### config.mk
export PLATFORM = sky130hd
export DESIGN_NAME = dsc_top
export DESIGN_NICKNAME = d
export VERILOG_FILES = /design/src/dsc_pkg.sv /design/src/dsc_top.sv /design/src/dsc_hv_qualify.sv
export SDC_FILE = /design/constraint.sdc
export NUM_CORES = 1
export LEC_CHECK = 0
export BUFFER_PORTS_ARGS = -buffer_cell sky130_fd_sc_hd__buf_2
export CORE_ASPECT_RATIO = 0.9
export CORE_MARGIN = 10
export CORE_UTILIZATION = 50
export DETAILED_ROUTE_END_ITERATION = 7
export PLACE_DENSITY = 0.72
export SLEW_MARGIN = 20
export SYNTH_ARGS = -nofsm -noshare
export SYNTH_HDL_FRONTEND = slang
export SYNTH_SLANG_ARGS = --single-unit
### constraint.sdc
create_clock -name core_clk_i -period 5.9 [get_ports core_clk_i]
set_clock_uncertainty 0.05 [all_clocks]
set_input_delay 0.59 -clock core_clk_i [delete_from_list [all_inputs] [get_ports core_clk_i]]
set_output_delay 0.59 -clock core_clk_i [all_outputs]
set_load 0.01 [all_outputs]
### src/dsc_pkg.sv
// Shared constants of the drive state control block
package dsc_pkg;
   // Holding register word addresses
   localparam logic [15:0] ADDR_CMD = 16'h03E8;
   localparam logic [15:0] ADDR_STAT = 16'h03E9;
   localparam logic [15:0] ADDR_MODE = 16'h0411;
   localparam logic [15:0] ADDR_TPOS_LO = 16'h03F0;
   localparam logic [15:0] ADDR_TPOS_HI = 16'h03F1;
   // Reset values
   localparam logic [15:0] CMD_RST = 16'h0000;
   localparam logic [15:0] MODE_RST = 16'h0001;
   localparam logic [31:0] TPOS_RST = 32'h0000_0000;
   // Mode values
   localparam logic [15:0] MODE_PPOS = 16'h0001;
   localparam logic [15:0] MODE_PVEL = 16'h0003;
   localparam logic [15:0] MODE_HOME = 16'h0006;
   // Command word bit positions
   localparam int CB_SWON = 0;
   localparam int CB_ENV = 1;
   localparam int CB_QSTOP = 2;
   localparam int CB_ENOP = 3;
   localparam int CB_NEWSP = 4;
   localparam int CB_REL = 6;
   localparam int CB_FRST = 7;
   // Command patterns over bits 3..0: mask and value
   localparam logic [3:0] M_SHUT = 4'h7;
   localparam logic [3:0] V_SHUT = 4'h6;
   localparam logic [3:0] M_SWON = 4'h7;
   localparam logic [3:0] V_SWON = 4'h7;
   localparam logic [3:0] M_DISV = 4'h2;
   localparam logic [3:0] V_DISV = 4'h0;
   localparam logic [3:0] M_QSTP = 4'h6;
   localparam logic [3:0] V_QSTP = 4'h2;
   localparam logic [3:0] M_OPS = 4'hF;
   localparam logic [3:0] V_DISOP = 4'h7;
   localparam logic [3:0] V_ENOP = 4'hF;
   // Status word bit positions
   localparam int SB_RTSO = 0;
   localparam int SB_SWON = 1;
   localparam int SB_OPEN = 2;
   localparam int SB_FAULT = 3;
   localparam int SB_VOLT = 4;
   localparam int SB_QSTOP = 5;
   localparam int SB_SOD = 6;
   localparam int SB_REMOTE = 9;
   localparam int SB_TREACH = 10;
   localparam int SB_SPACK = 12;
   // High voltage qualification time
   localparam int HV_QUAL_MS = 500;
   localparam int CLK_HZ = 50_000_000;
   localparam int HV_QUAL_CYC = HV_QUAL_MS * (CLK_HZ / 1000);
   // Stop behaviour option that allows return from quick stop
   localparam int QSTOP_OPTION = 5;
   // Power states, one-hot
   typedef enum logic [5:0] {
      ST_SOD = 6'b00_0001,
      ST_RTSO = 6'b00_0010,
      ST_SWON = 6'b00_0100,
      ST_OPEN = 6'b00_1000,
      ST_QSA = 6'b01_0000,
      ST_FAULT = 6'b10_0000
   } dsc_state_t;
endpackage

### src/dsc_top.sv
// Power state machine of the stepper drive with its holding registers
`timescale 1ns/1ps
`default_nettype none
// Functional notes
// RL1: Enable operation leaves quick stop, current kept
// RL2: Master waits settling time before new setpoints
// RL3: Command bits 7,3,2,1,0 carry state commands
// RL4: Decode commands by bit patterns; bit7 edge resets
// RL5: Status bits 6,5,3,2,1,0 encode state
// RL6: Command 0x0006 gives ready to switch on
// RL7: Command 0x0007 switches on only with supply
// RL8: Command 0x000F gives operation enabled
// RL9: Bit4 starts motion; bit6 relative if mode allows
// RL10: Direct step 0x0006 to 0x000F allowed
// RL11: Winding current on only when operation enabled
// RL12: Mode register selects position, velocity, homing
// RL13: 32-bit values use two consecutive word registers
// RL14: Switch on needs supply present 500 ms
// RL15: Reset enters switch on disabled
// RL16: 32-bit value committed on second half write; code commits on the low word write, whichever half comes second
// RL17: Unmatched command leaves state unchanged
module dsc_top #(
   parameter int HV_QUAL_CYC = dsc_pkg::HV_QUAL_CYC
) (
   input wire logic core_clk_i,
   input wire logic rst_i,
   input wire logic [15:0] reg_addr_i,
   input wire logic [15:0] reg_wdata_i,
   input wire logic reg_wr_i,
   input wire logic reg_rd_i,
   input wire logic hv_present_i,
   input wire logic fault_i,
   input wire logic motion_done_i,
   output logic [15:0] reg_rdata_o,
   output logic reg_rvalid_o,
   output logic reg_err_o,
   output logic current_on_o,
   output logic motion_start_o,
   output logic motion_rel_o,
   output logic [15:0] mode_o,
   output logic [31:0] target_pos_o
);
   // Pattern match on the low command nibble
   function automatic logic cmd_is(input logic [15:0] word,
                                   input logic [3:0] m,
                                   input logic [3:0] v);
      cmd_is = !word[dsc_pkg::CB_FRST] && ((word[3:0] & m) == v);
   endfunction

   dsc_pkg::dsc_state_t state_r; // Power state
   dsc_pkg::dsc_state_t state_nxt;
   logic [15:0] cmd_r; // Last command word
   logic [15:0] tpos_hi_r; // Staged upper half
   logic [15:0] rdata_nxt;
   logic hv_ok; // Supply qualified
   logic moving_r; // Motion in progress
   logic spack_r; // Setpoint acknowledge

   // Supply qualification timer
   dsc_hv_qualify #(
      .QUAL_CYC(HV_QUAL_CYC)
   ) u_hv (
      .core_clk_i(core_clk_i),
      .rst_i(rst_i),
      .hv_present_i(hv_present_i),
      .hv_qualified_o(hv_ok)
   );

   // Address decode
   wire wr_cmd = reg_wr_i && (reg_addr_i == dsc_pkg::ADDR_CMD);
   wire wr_mode = reg_wr_i && (reg_addr_i == dsc_pkg::ADDR_MODE);
   wire wr_lo = reg_wr_i && (reg_addr_i == dsc_pkg::ADDR_TPOS_LO);
   wire wr_hi = reg_wr_i && (reg_addr_i == dsc_pkg::ADDR_TPOS_HI);
   wire [15:0] cmd_wd = reg_wdata_i;

   // Command decode on a command write
   wire c_shut = wr_cmd &&
                 cmd_is(cmd_wd, dsc_pkg::M_SHUT, dsc_pkg::V_SHUT); // RL4
   wire c_swon = wr_cmd &&
                 cmd_is(cmd_wd, dsc_pkg::M_SWON, dsc_pkg::V_SWON); // RL4
   wire c_disv = wr_cmd &&
                 cmd_is(cmd_wd, dsc_pkg::M_DISV, dsc_pkg::V_DISV); // RL4
   wire c_qstp = wr_cmd &&
                 cmd_is(cmd_wd, dsc_pkg::M_QSTP, dsc_pkg::V_QSTP); // RL4
   wire c_disop = wr_cmd &&
                  cmd_is(cmd_wd, dsc_pkg::M_OPS, dsc_pkg::V_DISOP); // RL4
   wire c_enop = wr_cmd &&
                 cmd_is(cmd_wd, dsc_pkg::M_OPS, dsc_pkg::V_ENOP); // RL4
   // Fault reset on a low to high step of bit 7
   wire c_frst = wr_cmd && cmd_wd[dsc_pkg::CB_FRST] &&
                 !cmd_r[dsc_pkg::CB_FRST]; // RL4
   // Return from quick stop allowed by stop option
   wire qs_return = (dsc_pkg::QSTOP_OPTION == 5); // RL1

   // Enable operation pattern, also gates the motion start
   wire c_enop_hold = cmd_is(cmd_wd, dsc_pkg::M_OPS, dsc_pkg::V_ENOP);
   // Motion start on a rising new setpoint bit
   wire c_start = wr_cmd && (state_r == dsc_pkg::ST_OPEN) && c_enop_hold &&
                  cmd_wd[dsc_pkg::CB_NEWSP] && !cmd_r[dsc_pkg::CB_NEWSP]; // RL9
   // Relative only in profile position mode
   wire rel_ok = (mode_o == dsc_pkg::MODE_PPOS) &&
                 cmd_wd[dsc_pkg::CB_REL]; // RL9

   // Next state
   always_comb
   begin
      state_nxt = state_r; // RL17
      case (state_r)
         dsc_pkg::ST_SOD:
         begin
            if (c_shut)
               state_nxt = dsc_pkg::ST_RTSO; // RL6
         end
         dsc_pkg::ST_RTSO:
         begin
            if (c_disv || c_qstp)
               state_nxt = dsc_pkg::ST_SOD;
            else if (c_enop && hv_ok)
               state_nxt = dsc_pkg::ST_OPEN; // RL10
            else if (c_swon && hv_ok)
               state_nxt = dsc_pkg::ST_SWON; // RL7 RL14
         end
         dsc_pkg::ST_SWON:
         begin
            if (c_disv || c_qstp)
               state_nxt = dsc_pkg::ST_SOD;
            else if (c_shut)
               state_nxt = dsc_pkg::ST_RTSO;
            else if (c_enop)
               state_nxt = dsc_pkg::ST_OPEN; // RL8
         end
         dsc_pkg::ST_OPEN:
         begin
            if (c_disv)
               state_nxt = dsc_pkg::ST_SOD;
            else if (c_qstp)
               state_nxt = dsc_pkg::ST_QSA;
            else if (c_shut)
               state_nxt = dsc_pkg::ST_RTSO;
            else if (c_disop)
               state_nxt = dsc_pkg::ST_SWON;
         end
         dsc_pkg::ST_QSA:
         begin
            if (c_disv)
               state_nxt = dsc_pkg::ST_SOD;
            else if (c_enop && qs_return)
               state_nxt = dsc_pkg::ST_OPEN; // RL1
         end
         dsc_pkg::ST_FAULT:
         begin
            if (c_frst && !fault_i)
               state_nxt = dsc_pkg::ST_SOD;
         end
         default:
            state_nxt = dsc_pkg::ST_SOD;
      endcase
      // Internal fault overrides every state
      if (fault_i)
         state_nxt = dsc_pkg::ST_FAULT;
   end

   // Status word assembly
   wire st_sod = (state_r == dsc_pkg::ST_SOD);
   wire st_rtso = (state_r == dsc_pkg::ST_RTSO);
   wire st_swon = (state_r == dsc_pkg::ST_SWON);
   wire st_open = (state_r == dsc_pkg::ST_OPEN);
   wire st_qsa = (state_r == dsc_pkg::ST_QSA);
   wire st_flt = (state_r == dsc_pkg::ST_FAULT);
   logic [15:0] stat;
   always_comb
   begin
      stat = 16'h0000;
      stat[dsc_pkg::SB_RTSO] = st_rtso | st_swon | st_open | st_qsa; // RL5
      stat[dsc_pkg::SB_SWON] = st_swon | st_open | st_qsa; // RL5
      stat[dsc_pkg::SB_OPEN] = st_open | st_qsa; // RL5
      stat[dsc_pkg::SB_FAULT] = st_flt; // RL5
      stat[dsc_pkg::SB_QSTOP] = st_sod | st_rtso | st_swon | st_open; // RL5
      stat[dsc_pkg::SB_SOD] = st_sod; // RL5
      stat[dsc_pkg::SB_VOLT] = hv_present_i; // RL6
      stat[dsc_pkg::SB_REMOTE] = 1'b1;
      stat[dsc_pkg::SB_TREACH] = (st_open | st_qsa) && !moving_r; // RL8
      stat[dsc_pkg::SB_SPACK] = spack_r; // RL8
   end

   // Read data select
   assign rdata_nxt = (reg_addr_i == dsc_pkg::ADDR_CMD) ? cmd_r :
                      (reg_addr_i == dsc_pkg::ADDR_STAT) ? stat :
                      (reg_addr_i == dsc_pkg::ADDR_MODE) ? mode_o :
                      (reg_addr_i == dsc_pkg::ADDR_TPOS_LO) ?
                         target_pos_o[15:0] :
                      (reg_addr_i == dsc_pkg::ADDR_TPOS_HI) ?
                         target_pos_o[31:16] : 16'h0000;
   wire mapped = (reg_addr_i == dsc_pkg::ADDR_CMD) ||
                 (reg_addr_i == dsc_pkg::ADDR_STAT) ||
                 (reg_addr_i == dsc_pkg::ADDR_MODE) ||
                 (reg_addr_i == dsc_pkg::ADDR_TPOS_LO) ||
                 (reg_addr_i == dsc_pkg::ADDR_TPOS_HI);

   // State, current gate and command register
   always_ff @(posedge core_clk_i or posedge rst_i)
   begin
      if (rst_i)
      begin
         state_r <= dsc_pkg::ST_SOD; // RL15
         cmd_r <= dsc_pkg::CMD_RST;
         current_on_o <= 1'b0;
      end
      else
      begin
         state_r <= state_nxt;
         if (wr_cmd)
            cmd_r <= cmd_wd; // RL3
         // Current held in enabled and quick stop states
         current_on_o <= (state_nxt == dsc_pkg::ST_OPEN) ||
                         (state_nxt == dsc_pkg::ST_QSA); // RL11 RL1
      end
   end

   // Mode and 32-bit target position registers
   always_ff @(posedge core_clk_i or posedge rst_i)
   begin
      if (rst_i)
      begin
         mode_o <= dsc_pkg::MODE_RST;
         tpos_hi_r <= dsc_pkg::TPOS_RST[31:16];
         target_pos_o <= dsc_pkg::TPOS_RST;
      end
      else
      begin
         if (wr_mode)
            mode_o <= reg_wdata_i; // RL12
         if (wr_hi)
            tpos_hi_r <= reg_wdata_i; // RL13
         // Commit both halves on the low word write
         if (wr_lo)
            target_pos_o <= {tpos_hi_r, reg_wdata_i}; // RL16
      end
   end

   // Motion start pulse and tracking
   always_ff @(posedge core_clk_i or posedge rst_i)
   begin
      if (rst_i)
      begin
         motion_start_o <= 1'b0;
         motion_rel_o <= 1'b0;
         moving_r <= 1'b0;
         spack_r <= 1'b0;
      end
      else
      begin
         motion_start_o <= c_start; // RL9
         if (c_start)
            motion_rel_o <= rel_ok; // RL9
         // Start wins over a done in the same cycle
         if (c_start)
            moving_r <= 1'b1;
         else if (motion_done_i || !st_open)
            moving_r <= 1'b0;
         if (wr_cmd)
            spack_r <= cmd_wd[dsc_pkg::CB_NEWSP] && st_open;
      end
   end

   // Register read answer
   always_ff @(posedge core_clk_i or posedge rst_i)
   begin
      if (rst_i)
      begin
         reg_rdata_o <= 16'h0000;
         reg_rvalid_o <= 1'b0;
         reg_err_o <= 1'b0;
      end
      else
      begin
         reg_rvalid_o <= reg_rd_i;
         reg_rdata_o <= reg_rd_i ? rdata_nxt : 16'h0000;
         reg_err_o <= (reg_rd_i || reg_wr_i) && !mapped;
      end
   end
endmodule
`default_nettype wire

### src/dsc_hv_qualify.sv
// Qualification timer for the high voltage supply presence
`timescale 1ns/1ps
`default_nettype none
module dsc_hv_qualify #(
   parameter int QUAL_CYC = dsc_pkg::HV_QUAL_CYC
) (
   input wire logic core_clk_i,
   input wire logic rst_i,
   input wire logic hv_present_i,
   output logic hv_qualified_o
);
   // Counter wide enough for the qualification count
   localparam int CNT_W = $clog2(QUAL_CYC + 1);
   localparam logic [CNT_W-1:0] CNT_MAX = CNT_W'(QUAL_CYC - 1);
   logic [CNT_W-1:0] cnt_r;
   logic [CNT_W-1:0] cnt_nxt;
   logic qual_nxt;

   // Count while supply is present, restart on any drop
   assign cnt_nxt = !hv_present_i ? '0 :
                    (cnt_r == CNT_MAX) ? cnt_r : cnt_r + CNT_W'(1);
   assign qual_nxt = hv_present_i && (cnt_r == CNT_MAX);

   // Counter and qualified flag
   always_ff @(posedge core_clk_i or posedge rst_i)
   begin
      if (rst_i)
      begin
         cnt_r <= '0;
         hv_qualified_o <= 1'b0;
      end
      else
      begin
         cnt_r <= cnt_nxt;
         hv_qualified_o <= qual_nxt;
      end
   end
endmodule
`default_nettype wire

# After elaboration in Yosys (flattened, before gate mapping)
# Cells that the tools add are included.
totals:
  output_inout_bits: 69
  reg_bits: 135
  elab_cells: 118
  inputBits: 39
classes:
  n_mux: 25
  reduce_logical: 47
  n_eq_ne: 21
  n_bitwise: 9
  addsub: 1
ops:
  columns: ["cell", "count"]
  rows:
  - ["$mux 16", 6]
  - ["$mux 6", 14]
  - ["$eq 16x10->1 const B", 4]
  - ["$mux 25", 2]
  - ["$pmux 6 s6", 1]
  - ["$logic_and 1x1->1", 30]
  - ["$add 25x1->25 const B", 1]
  - ["$eq 25x25->1 const B", 1]
  - ["$eq 16x1->1 const B", 1]
  - ["$eq 16x11->1 const B", 1]
  - ["$eq 6x4->1 const B", 2]
  - ["$eq 6x5->1 const B", 2]
  - ["$or 1x1->1", 9]
  - ["$logic_or 1x1->1", 8]
  - ["$logic_not 1->1", 7]
  - ["$eq 3x3->1 const B", 2]
  - ["$eq 6x1->1 const B", 1]
  - ["$eq 6x2->1 const B", 1]
  - ["$eq 6x3->1 const B", 1]
  - ["$eq 6x6->1 const B", 1]
  - ["$eq 4x3->1 const B", 1]
  - ["$eq 4x4->1 const B", 1]
  - ["$logic_not 4->1", 1]
  - ["$eq 2x1->1 const B", 1]
  - ["other kinds (3)", 4]

# Logic depth before layout (Yosys ltp)
# Gate-level depths: netlist (run 1).
logic_depth:
  ltp_word: 11
  depth_mapped: 8
  mapped_depth_nobuf: 7

# Cells and area by module
# Synthesis (run 1) repeated with hierarchy kept, for this count alone.
unflattened:
  hier_cells: 592
  area_unflattened_um2: 6678.9
by_module_without_submodules:
  columns: ["mod", "area_each_um2", "n_inst", "seq_area_each_um2", "cells_per_inst"]
  rows:
  - ["dsc_top", 5236.3, 1, 2730.1, 431]
  - ["dsc_hv_qualify", 1442.6, 1, 650.6, 161]

# Worst setup path after synthesis (run 1)
# OpenSTA, ideal clock, no wires.
synth_path:
  path_type: "input -> register"
  from: "input reg_addr_i[11]"
  to: "register motion_rel_o"
  stages: 6
  t_required_ns: 5.722
  setup_ns: 0.128
  path_buffers: 0
  path_slack_ns: 3.244
  arrival_time_ns: 2.478
  cell_sequence: "or4_4 nor4_4 and3_1 nand2_1 nor4b_4 mux2_1"
synth_via:
  elab_chain_cells: 6
synth_lines:
  columns: ["element", "line", "source"]
  rows:
  - ["start, declared", "dsc_top.sv:27", "input wire logic [15:0] reg_addr_i,"]
  - ["$eq 16x10->1", "dsc_top.sv:70", "wire wr_cmd = reg_wr_i && (reg_addr_i == dsc_pkg::ADDR_CMD);"]
  - ["$logic_and 1x1->1", "dsc_top.sv:70", null]
  - ["$logic_and 1x1->1 (3 in series)", "dsc_top.sv:98", "wire c_start = wr_cmd && (state_r == dsc_pkg::ST_OPEN) && c_enop_hold &&"]
  - ["$logic_and 1x1->1", "dsc_top.sv:99", "cmd_wd[dsc_pkg::CB_NEWSP] && !cmd_r[dsc_pkg::CB_NEWSP];"]
  - ["net c_start", "dsc_top.sv:98", null]
  - ["end signal, assigned", "dsc_top.sv:255", "motion_rel_o <= rel_ok;"]
  - ["end, declared", "dsc_top.sv:39", "output logic motion_rel_o,"]
# The timed path passes the listed nets, and every way through them passes these cells.
# A chain may end at the register's enable or synchronous reset.

# Worst setup path after layout (run 1)
layout_path:
  from: "input reg_addr_i[11]"
  to: "register target_pos_o[3]"
layout_via:
  elab_chain_cells: 2
layout_lines:
  columns: ["element", "line", "source"]
  rows:
  - ["$eq 16x10->1", "dsc_top.sv:72", "wire wr_lo = reg_wr_i && (reg_addr_i == dsc_pkg::ADDR_TPOS_LO);"]
  - ["$logic_and 1x1->1", "dsc_top.sv:72", null]
  - ["end signal, assigned", "dsc_top.sv:227", "target_pos_o <= dsc_pkg::TPOS_RST;"]
  - ["end signal, assigned", "dsc_top.sv:237", "target_pos_o <= {tpos_hi_r, reg_wdata_i};"]
  - ["end, declared", "dsc_top.sv:41", "output logic [31:0] target_pos_o"]
# No other way between the ends.

==> impl_metrics.tcl, run 1 <==
set metrics [dict create \
    core_area_um2 12200 \
    rsz0062_at_grt "false" \
    cp.required_ns 6.15 \
    peakVddDrop_mv 0.245 \
    clock-sinks 135 \
    grt_remaining_overflow 0 \
    cts_resized 0 \
    cts_tree "yes" \
    outcome "completed" \
    drt_iter0_drc 562 \
    setup_tns_ns 0 \
    wl_per_cell_um 20.5 \
    synth_seq_cells 135 \
    worst_setup_path_end_kind "register" \
    via_per_inst 5.94 \
    drive_above_1_share 0.351 \
    wl_mm 17.1 \
    min_path_type "in2async" \
    final_cell_mix "dfrtp_1, buf_2, mux2_2, nor2_1, nand2_1" \
    layout.cells.non_filler 836 \
    met1_usage 0.242 \
    io_pins 108 \
    grt_pass1_wl_mm 27.7 \
    cts_hold_buf 0 \
    max_freq_ghz 0.321 \
    layout_commonest_cell "dfrtp_1" \
    dp_hpwl_mm 12.1 \
    critPathKind "in2reg" \
    gr-usage-met3 0.0556 \
    grt_max_degree 71 \
    netlist.area_leader.share 0.525 \
    antenna_cells 0 \
    drv_slew 0 \
    cts_buffers 17 \
    drc 0 \
    h-tree-depth 4 \
    io_buffers 107 \
    synth_nets 602 \
    async_reset_ff_frac 1.00 \
    synth_fa_ha_area_frac 0.00198 \
    vias 4964 \
    total_power_mw 2.21 \
    ys_seq_area_frac 0.534 \
    synthTopCellsByArea "dfrtp_1, mux2_2, nor2_1" \
    r2r_cells 6 \
    start_util 0.518 \
    insertion_delay_ns 0.42 \
    power_leakage_nw 3.76 \
    synthSimpleGateAreaFrac 0.161 \
    synthMuxAreaShare 0.142 \
    max_slew.worst_pin.slew_ns 1.08 \
    die_area_um2 17600 \
    max_slew_margin 0.278 \
    grt.total_usage 0.195 \
    synth_top_family_by_area "simple AND/OR/NAND/NOR gates" \
    setup_viol 0 \
    synth_edf_count 0 \
    dr.pass1.iters 5 \
    fin_nets 703 \
    synth-compound-area-share 0.103 \
    die_width_um 139 \
    min_period_over_period 0.528 \
    synth_warnings 0 \
    synthFlopType "dfrtp_1" \
    r2r_slack_ns 3.22 \
    syn_avg_cell_area_um2 11.3 \
    final_util 0.625 \
    postSynthCellCount 562 \
    std_cell_rows 38 \
    arrival_ns 3.37 \
    synth_xor_xnor_area_share 0.0332 \
    power.density_nw_per_um2 289 \
    cts.clk_slew.worst_paths_ns 0.06 \
    postCtsSetupBuffers 0 \
    cp-start-kind "input pin" \
    die_height_um 127 \
    dp.cells 804 \
    drv_cap 0 \
    area_growth_pct 20.5 \
    gp_congestion 0.872 \
    grt_util_met2 0.309 \
    hold_viol_final 0 \
    cts_root_buf "clkbuf_16" \
    cp_max_fo 33 \
    fin_crit_ns 3.12 \
    ant_nets 0 \
    grt_pass1_vias 5091 \
    syn-cell-area_um2 6330 \
    synth_cell_types 58 \
    antenna_found_initial 0 \
    busiest_layer "met2" \
    yosys.area.top_type "dfrtp_1" \
    clockBufferDepth 2 \
]
-- stage by stage --
step,cell area (um^2),hold slack [ns],setup WS (ns)
global placement,6980,0.409,2.53
floorplan,6330,0.395,1.65
detailed placement,6980,0.417,2.41
CTS,7630,0.215,2.84
global route,7630,0.224,2.67
finish,7630,0.189,2.78
-- area by class of cell --
type / count / area, um^2
clock inverter: 13 / 193
multi-input combinational: 387 / 2800
tap: 160 / 200
clock buffer: 19 / 453
timing repair buffer: 110 / 558
fill: 989 / 4580
sequential: 135 / 3380
inverter: 12 / 50.0
-- registers in the layout, indices dropped and copies added, names as in the netlist, 6 cells and up --
register      cells
target_pos_o     32
reg_rdata_o      16
state_r           6
u_hv.cnt_r       25
tpos_hi_r        16
cmd_r            16
mode_o           16
-- cells in the mapped netlist, types with 4 or more instances --
cell      instances
dfrtp_1         133
mux2_2           76
nor2_1           40
nand2_1          36
o21ai_0          27
clkbuf_1         20
nand3_1          17
a21oi_1          16
a22oi_1          16
xnor2_1          13
inv_1            12
nor3_1           11
xor2_1           11
and3_1           10
a21boi_0          9
and2_1            9
nand4_1           9
buf_2             7
nand2b_1          6
nor4_1            6
nor3b_1           5
a211oi_1          4
or3_1             4
or4_1             4
-- worst paths after layout --
check	startpoint	endpoint
max	reg_addr_i[11]	target_pos_o[3]
min	rst_i	tpos_hi_r[11]
max reg2reg	u_hv.cnt_r[7]	u_hv.cnt_r[2]
min reg2reg	spack_r	spack_r
max in group asynchronous	rst_i	state_r[3]
min in group core_clk_i	fault_i	state_r[0]
-- critical path: stages --
cell	delay, ns
buf_2	0.09
or4_4	0.56
nor4_4	0.73
and3_1	0.64
nand2_1	0.10
buf_4	0.28
mux2_2	0.34
-- report_power, final --
| part | switching [mW] | internal [mW] | leakage (nW) |
|---|---|---|---|
| registers | 0.0144 | 0.936 | 1.87 |
| logic | 0.0803 | 0.0396 | 1.58 |
| clock network | 0.405 | 0.735 | 0.316 |
| total | 0.499 | 1.71 | 3.76 |
-- layer usage --
layer | up-vias | part of all wire
li1 | 2245 | -
met1 | 2447 | 0.43
met2 | 233 | 0.47
met3 | 39 | 0.076
met4 | 0 | 0.026
met5 | - | 0
-- cell families after synthesis --
logic type / Yosys count
compound gates: 98
xor+xnor: 24
simple gates: 184
mux: 80
buf+inv: 40
fa+ha+maj: 1
flops: 135
Power figures use the tool's default switching activity.
==> run 2, diff against run 1 <==
--- a/config.mk
+++ b/config.mk
@@ -10,7 +10,7 @@
 export CORE_MARGIN = 10
 export CORE_UTILIZATION = 50
 export DETAILED_ROUTE_END_ITERATION = 7
-export PLACE_DENSITY = 0.72
+export PLACE_DENSITY = 0.75
 export SLEW_MARGIN = 20
 export SYNTH_ARGS = -nofsm -noshare
 export SYNTH_HDL_FRONTEND = slang
==> constraint.sdc (replaced) <==
create_clock -name core_clk_i -period 2.5 [get_ports core_clk_i]
set_clock_uncertainty 0.05 [all_clocks]
set_input_delay 0.25 -clock core_clk_i [delete_from_list [all_inputs] [get_ports core_clk_i]]
set_output_delay 0.25 -clock core_clk_i [all_outputs]
set_load 0.01 [all_outputs]
==> impl_metrics.tcl, run 2 (synthesized netlist as in run 1, its figures left out) <==
set metrics [dict create \
    outcome "completed" \
    power_leakage_nw 3.91 \
    grt_max_degree 48 \
    min_path_type "in2reg" \
    area_growth_pct 24.4 \
    layout_commonest_cell "dfrtp_1" \
    grt_pass1_vias 5275 \
    peakVddDrop_mv 0.441 \
    max_freq_ghz 0.415 \
    fin_crit_ns 2.41 \
    dr.pass1.iters 5 \
    rsz0062_at_grt "false" \
    wl_per_cell_um 20.5 \
    fin_hold_ws_ns 0.0472 \
    max_slew_margin 0.488 \
    cp-start-kind "register" \
    gp_congestion 0.921 \
    io_pins 108 \
    antenna_found_initial 0 \
    drc 0 \
    power.density_nw_per_um2 631 \
    critPathKind "reg2reg" \
    dp_hpwl_mm 13.0 \
    core_area_um2 12200 \
    h-tree-depth 4 \
    grt_pass1_wl_mm 29.0 \
    dp_slack_ns -0.0725 \
    cts_buffers 17 \
    final_cell_mix "dfrtp_1, buf_2, mux2_2, nor2_1" \
    hold_viol_final 0 \
    min_period_over_period 0.963 \
    drv_cap 0 \
    drt_iter0_drc 421 \
    wl_mm 17.9 \
    fin_nets 741 \
    via_per_inst 5.82 \
    antenna_cells 0 \
    regMostFlops "target_pos_o" \
    cts_root_buf "clkbuf_16" \
    largest_register_ff_count 32 \
    drv_slew 0 \
    worst_setup_path_end_kind "register" \
    cts_tree "yes" \
    arrival_ns 2.63 \
    start_util 0.518 \
    cp.required_ns 2.72 \
    die_width_um 139 \
    die_height_um 127 \
    clock-sinks 135 \
    max_slew.worst_pin.slew_ns 0.766 \
    die_area_um2 17600 \
    vias 5083 \
    ant_nets 0 \
    fin_ws_ns 0.0919 \
    design_area_um2 7880 \
    reg_top3 "target_pos_o x32, u_hv.cnt_r x25" \
    insertion_delay_ns 0.43 \
    cts.clk_slew.worst_paths_ns 0.06 \
    drive_above_1_share 0.382 \
    cp_max_fo 5 \
    place_area_um2 7240 \
    setup_viol 0 \
    grt.total_usage 0.205 \
    std_cell_rows 38 \
    grt_remaining_overflow 0 \
    clockBufferDepth 2 \
    io_buffers 107 \
]
## run 2: cell types whose count changed in the layout (fill, tap and decap cells not counted), sizes merged
cell and delta:
buf +35, clkinvlp +4, bufinv -3, dlygate4sd3 +2, clkdlybuf4s15 +1, clkinv -1
## run 2: worst max-delay path, cell delays in order, from the launching register on
cell,delay (ns)
dfrtp_1,0.42
or4b_1,0.54
or4_1,0.51
nor3_2,0.18
clkdlybuf4s15_2,0.28
buf_4,0.12
or3_1,0.09
a21oi_1,0.06
## run 2: report_power, final
part / switching (mW) / internal, mW
Combinational: 0.197 / 0.119
Clock: 0.986 / 1.43
Sequential: 0.0350 / 2.21
Total: 1.22 / 3.76
## run 2: layout make-up
type                            count  area [um^2]
Fill cell                         935         4340
Sequential cell                   135         3380
Tap cell                          160          200
Clock inverter                     13          121
Multi-Input combinational cell    387         2800
Clock buffer                       19          453
Timing Repair Buffer              148          877
Inverter                           12         48.8
## run 2: per-stage QoR
stage	total power [mW]	utilization	setup TNS, ns	instances
after floorplan	2.45	-	0	562
after CTS	5.00	0.641	0	869
final	4.97	0.645	0	874
after detailed placement	2.59	0.593	-0.0725	835
after global placement	2.59	0.593	0	835
after global routing	5.15	0.645	0	874
## run 2: per-layer routing
metal	GRT usage	wire [um]
met1	0.260	7860
met2	0.316	8390
met3	0.0720	1290
met4	0.0834	359
met5	0	0
## run 2: repair_timing
action,in CTS,in global routing
hold endpoints to repair,30,0
resized for setup,0,1
buffers inserted,0,4
endpoints found under the setup margin,0,1
hold buffers,2,0
## run 2: path summary, 6_finish.rpt
path / start / to / slack [ns] / cells past startpoint
max in group asynchronous: rst_i / mode_o[0] / 1.20 / 4
setup / recovery: u_hv.cnt_r[7] / u_hv.cnt_r[6] / 0.09 / 7
hold / removal: reg_wdata_i[11] / cmd_r[11] / 0.05 / 2
setup reg to reg: u_hv.cnt_r[7] / u_hv.cnt_r[6] / 0.09 / 7
min in group asynchronous: rst_i / target_pos_o[7] / 0.46 / 3
hold reg to reg: tpos_hi_r[1] / tpos_hi_r[1] / 0.43 / 2
==> run 3, diff against run 2 <==
--- a/config.mk
+++ b/config.mk
@@ -6,11 +6,13 @@
 export NUM_CORES = 1
 export LEC_CHECK = 0
 export BUFFER_PORTS_ARGS = -buffer_cell sky130_fd_sc_hd__buf_2
+export CELL_PAD_IN_SITES_DETAIL_PLACEMENT = 0
+export CELL_PAD_IN_SITES_GLOBAL_PLACEMENT = 1
 export CORE_ASPECT_RATIO = 0.9
 export CORE_MARGIN = 10
-export CORE_UTILIZATION = 50
+export CORE_UTILIZATION = 40
 export DETAILED_ROUTE_END_ITERATION = 7
-export PLACE_DENSITY = 0.75
+export PLACE_DENSITY_LB_ADDON = 0.1
 export SLEW_MARGIN = 20
 export SYNTH_ARGS = -nofsm -noshare
 export SYNTH_HDL_FRONTEND = slang
==> constraint.sdc (replaced) <==
create_clock -name core_clk_i -period 2 [get_ports core_clk_i]
set_clock_uncertainty 0.05 [all_clocks]
set_input_delay 0.2 -clock core_clk_i [delete_from_list [all_inputs] [get_ports core_clk_i]]
set_output_delay 0.2 -clock core_clk_i [all_outputs]
set_load 0.01 [all_outputs]
==> impl_metrics.tcl, run 3 (synthesized netlist as in run 1, its figures left out) <==
set metrics [dict create \
    cp-start-kind "register" \
    p_int_mw 5.09 \
    min_period_over_period 1.09 \
    die_area_um2 21300 \
    dp.cells 907 \
    cts_root_buf "clkbuf_16" \
    p_switching_mw 1.59 \
    area_growth_pct 34.4 \
    max_freq_ghz 0.457 \
    place_area_um2 7610 \
    wl_mm 18.9 \
    peakVddDrop_mv 0.641 \
    max_slew_margin 0.519 \
    fin_crit_ns 2.19 \
    design_area_um2 8510 \
    grt_max_degree 79 \
    drt_iter0_drc 323 \
    antenna_found_initial 0 \
    num-fill-cells 1374 \
    outcome "finished with violations" \
    dr.pass1.iters 5 \
    h-tree-depth 4 \
    ant_nets 0 \
    layout.cells.non_filler 953 \
    wl_per_cell_um 19.9 \
    dp_hpwl_mm 13.7 \
    core_area_um2 15500 \
    hold_viol_final 0 \
    clock-sinks 135 \
    r2r_slack_ns -0.19 \
    drv_slew 0 \
    crit_buf_inv 1 \
    path_cells "or4b_1 -> or4_4 -> nor3_4 -> buf_6 -> nand2b_4 -> xor2_1 -> nor2_1" \
    drc 0 \
    worstReg2RegEnd "u_hv.cnt_r[2]" \
    slowest_delay_ns 0.53 \
    cp_max_fo 6 \
    netSwitchingFraction 0.238 \
    power.density_nw_per_um2 785 \
    failed_checks "negative setup slack" \
    largest_register_ff_count 32 \
    gp_congestion 0.871 \
    holdPathStages 2 \
    rr_startpoint "u_hv.cnt_r[23]" \
    die_height_um 139 \
    io_pins 108 \
    layout_commonest_cell "dfrtp_1" \
    critPathSlowestCell "or4b_1" \
    fin_nets 778 \
    fin_ws_ns -0.187 \
    vias 5147 \
    critPathKind "reg2reg" \
    dp_slack_ns -0.407 \
    antenna_cells 0 \
    setup_tns_ns -1.00 \
    max_slew.worst_pin.slew_ns 0.721 \
    cts_tree "yes" \
    min_to "target_pos_o[15]" \
    grt.total_usage 0.176 \
    cts.clk_slew.worst_paths_ns 0.06 \
    die_width_um 153 \
    arrival_ns 2.42 \
    rsz0062_at_grt "true" \
    worst_setup_path_end_kind "register" \
    path_delay_family "simple AND/OR/NAND/NOR gates" \
    grt_remaining_overflow 0 \
    power_frac_seq 0.419 \
    grt_pass1_vias 5321 \
    clockBufferDepth 2 \
    insertion_delay_ns 0.43 \
    cp.required_ns 2.23 \
    final_cell_mix "dfrtp_1, buf_2, mux2_2, buf_4, nor2_1" \
    worstHoldStart "reg_wdata_i[15]" \
    via_per_inst 5.40 \
    io_buffers 107 \
    regMostFlops "target_pos_o" \
    setup_viol 10 \
    drive_above_1_share 0.445 \
    drv_cap 0 \
    min_path_type "in2reg" \
    reg_top3 "target_pos_o x32, u_hv.cnt_r x25" \
    grt_pass1_wl_mm 30.2 \
    start_util 0.409 \
    cts_buffers 17 \
    std_cell_rows 43 \
    power_leakage_nw 4.23 \
    p_comb_frac 0.076 \
    r2r_cells 7 \
    p_clk_frac 0.505 \
]
## run 3: layout make-up
type	count	area (um^2)	share of cell area
clock inverters	15	214	0.0251
repair buffers	185	1220	0.143
well taps	202	253	0.0297
flip-flops and latches	135	3380	0.398
clock buffers	17	425	0.0500
multi-input cells	387	2970	0.349
inverters	12	48.8	0.00573
## run 3: routing by layer
| metal | track usage | vias to the layer above | share of wire |
|---|---|---|---|
| met5 | 0 | - | 0 |
| met4 | 0.0471 | 0 | 0.010 |
| met3 | 0.0478 | 20 | 0.060 |
| met2 | 0.265 | 167 | 0.45 |
| met1 | 0.244 | 2574 | 0.48 |
| li1 | - | 2386 | - |
## run 3: worst max-delay path by stage
stage	endpoint	depth (start not counted)	from
final	u_hv.cnt_r[2]	7	u_hv.cnt_r[23]
after global routing	u_hv.cnt_r[2]	7	u_hv.cnt_r[23]
after CTS	u_hv.cnt_r[2]	7	u_hv.cnt_r[23]
after detailed placement	reg_rdata_o[10]	9	reg_addr_i[11]
after global placement	reg_rdata_o[4]	9	reg_addr_i[11]
after floorplan	motion_rel_o	6	reg_addr_i[11]
## run 3: power groups by stage
| stage | sequential [mW] | combinational (mW) | clock, mW |
|---|---|---|---|
| floorplan | 2.82 | 0.245 | 0 |
| global placement | 2.85 | 0.443 | 0 |
| detailed placement | 2.85 | 0.442 | 0 |
| CTS | 2.80 | 0.486 | 3.45 |
| global route | 2.80 | 0.558 | 3.58 |
| finish | 2.80 | 0.508 | 3.37 |
## run 3: timing repair
action / in CTS / in global routing
gates cloned: 1 / 0
endpoints found under the hold margin: 150 / 0
hold buffers: 8 / 0
pin swaps: 9 / 17
setup buffers: 3 / 4
resized for setup: 15 / 23
setup endpoints to repair: 18 / 26
## run 3: through the flow
step	utilization	hold WS (ns)	power (mW)
floorplan	-	0.180	3.07
global placement	0.491	0.294	3.29
detailed placement	0.491	0.298	3.29
CTS	0.544	0.000467	6.74
global route	0.549	0.0190	6.94
finish	0.549	0.0126	6.68
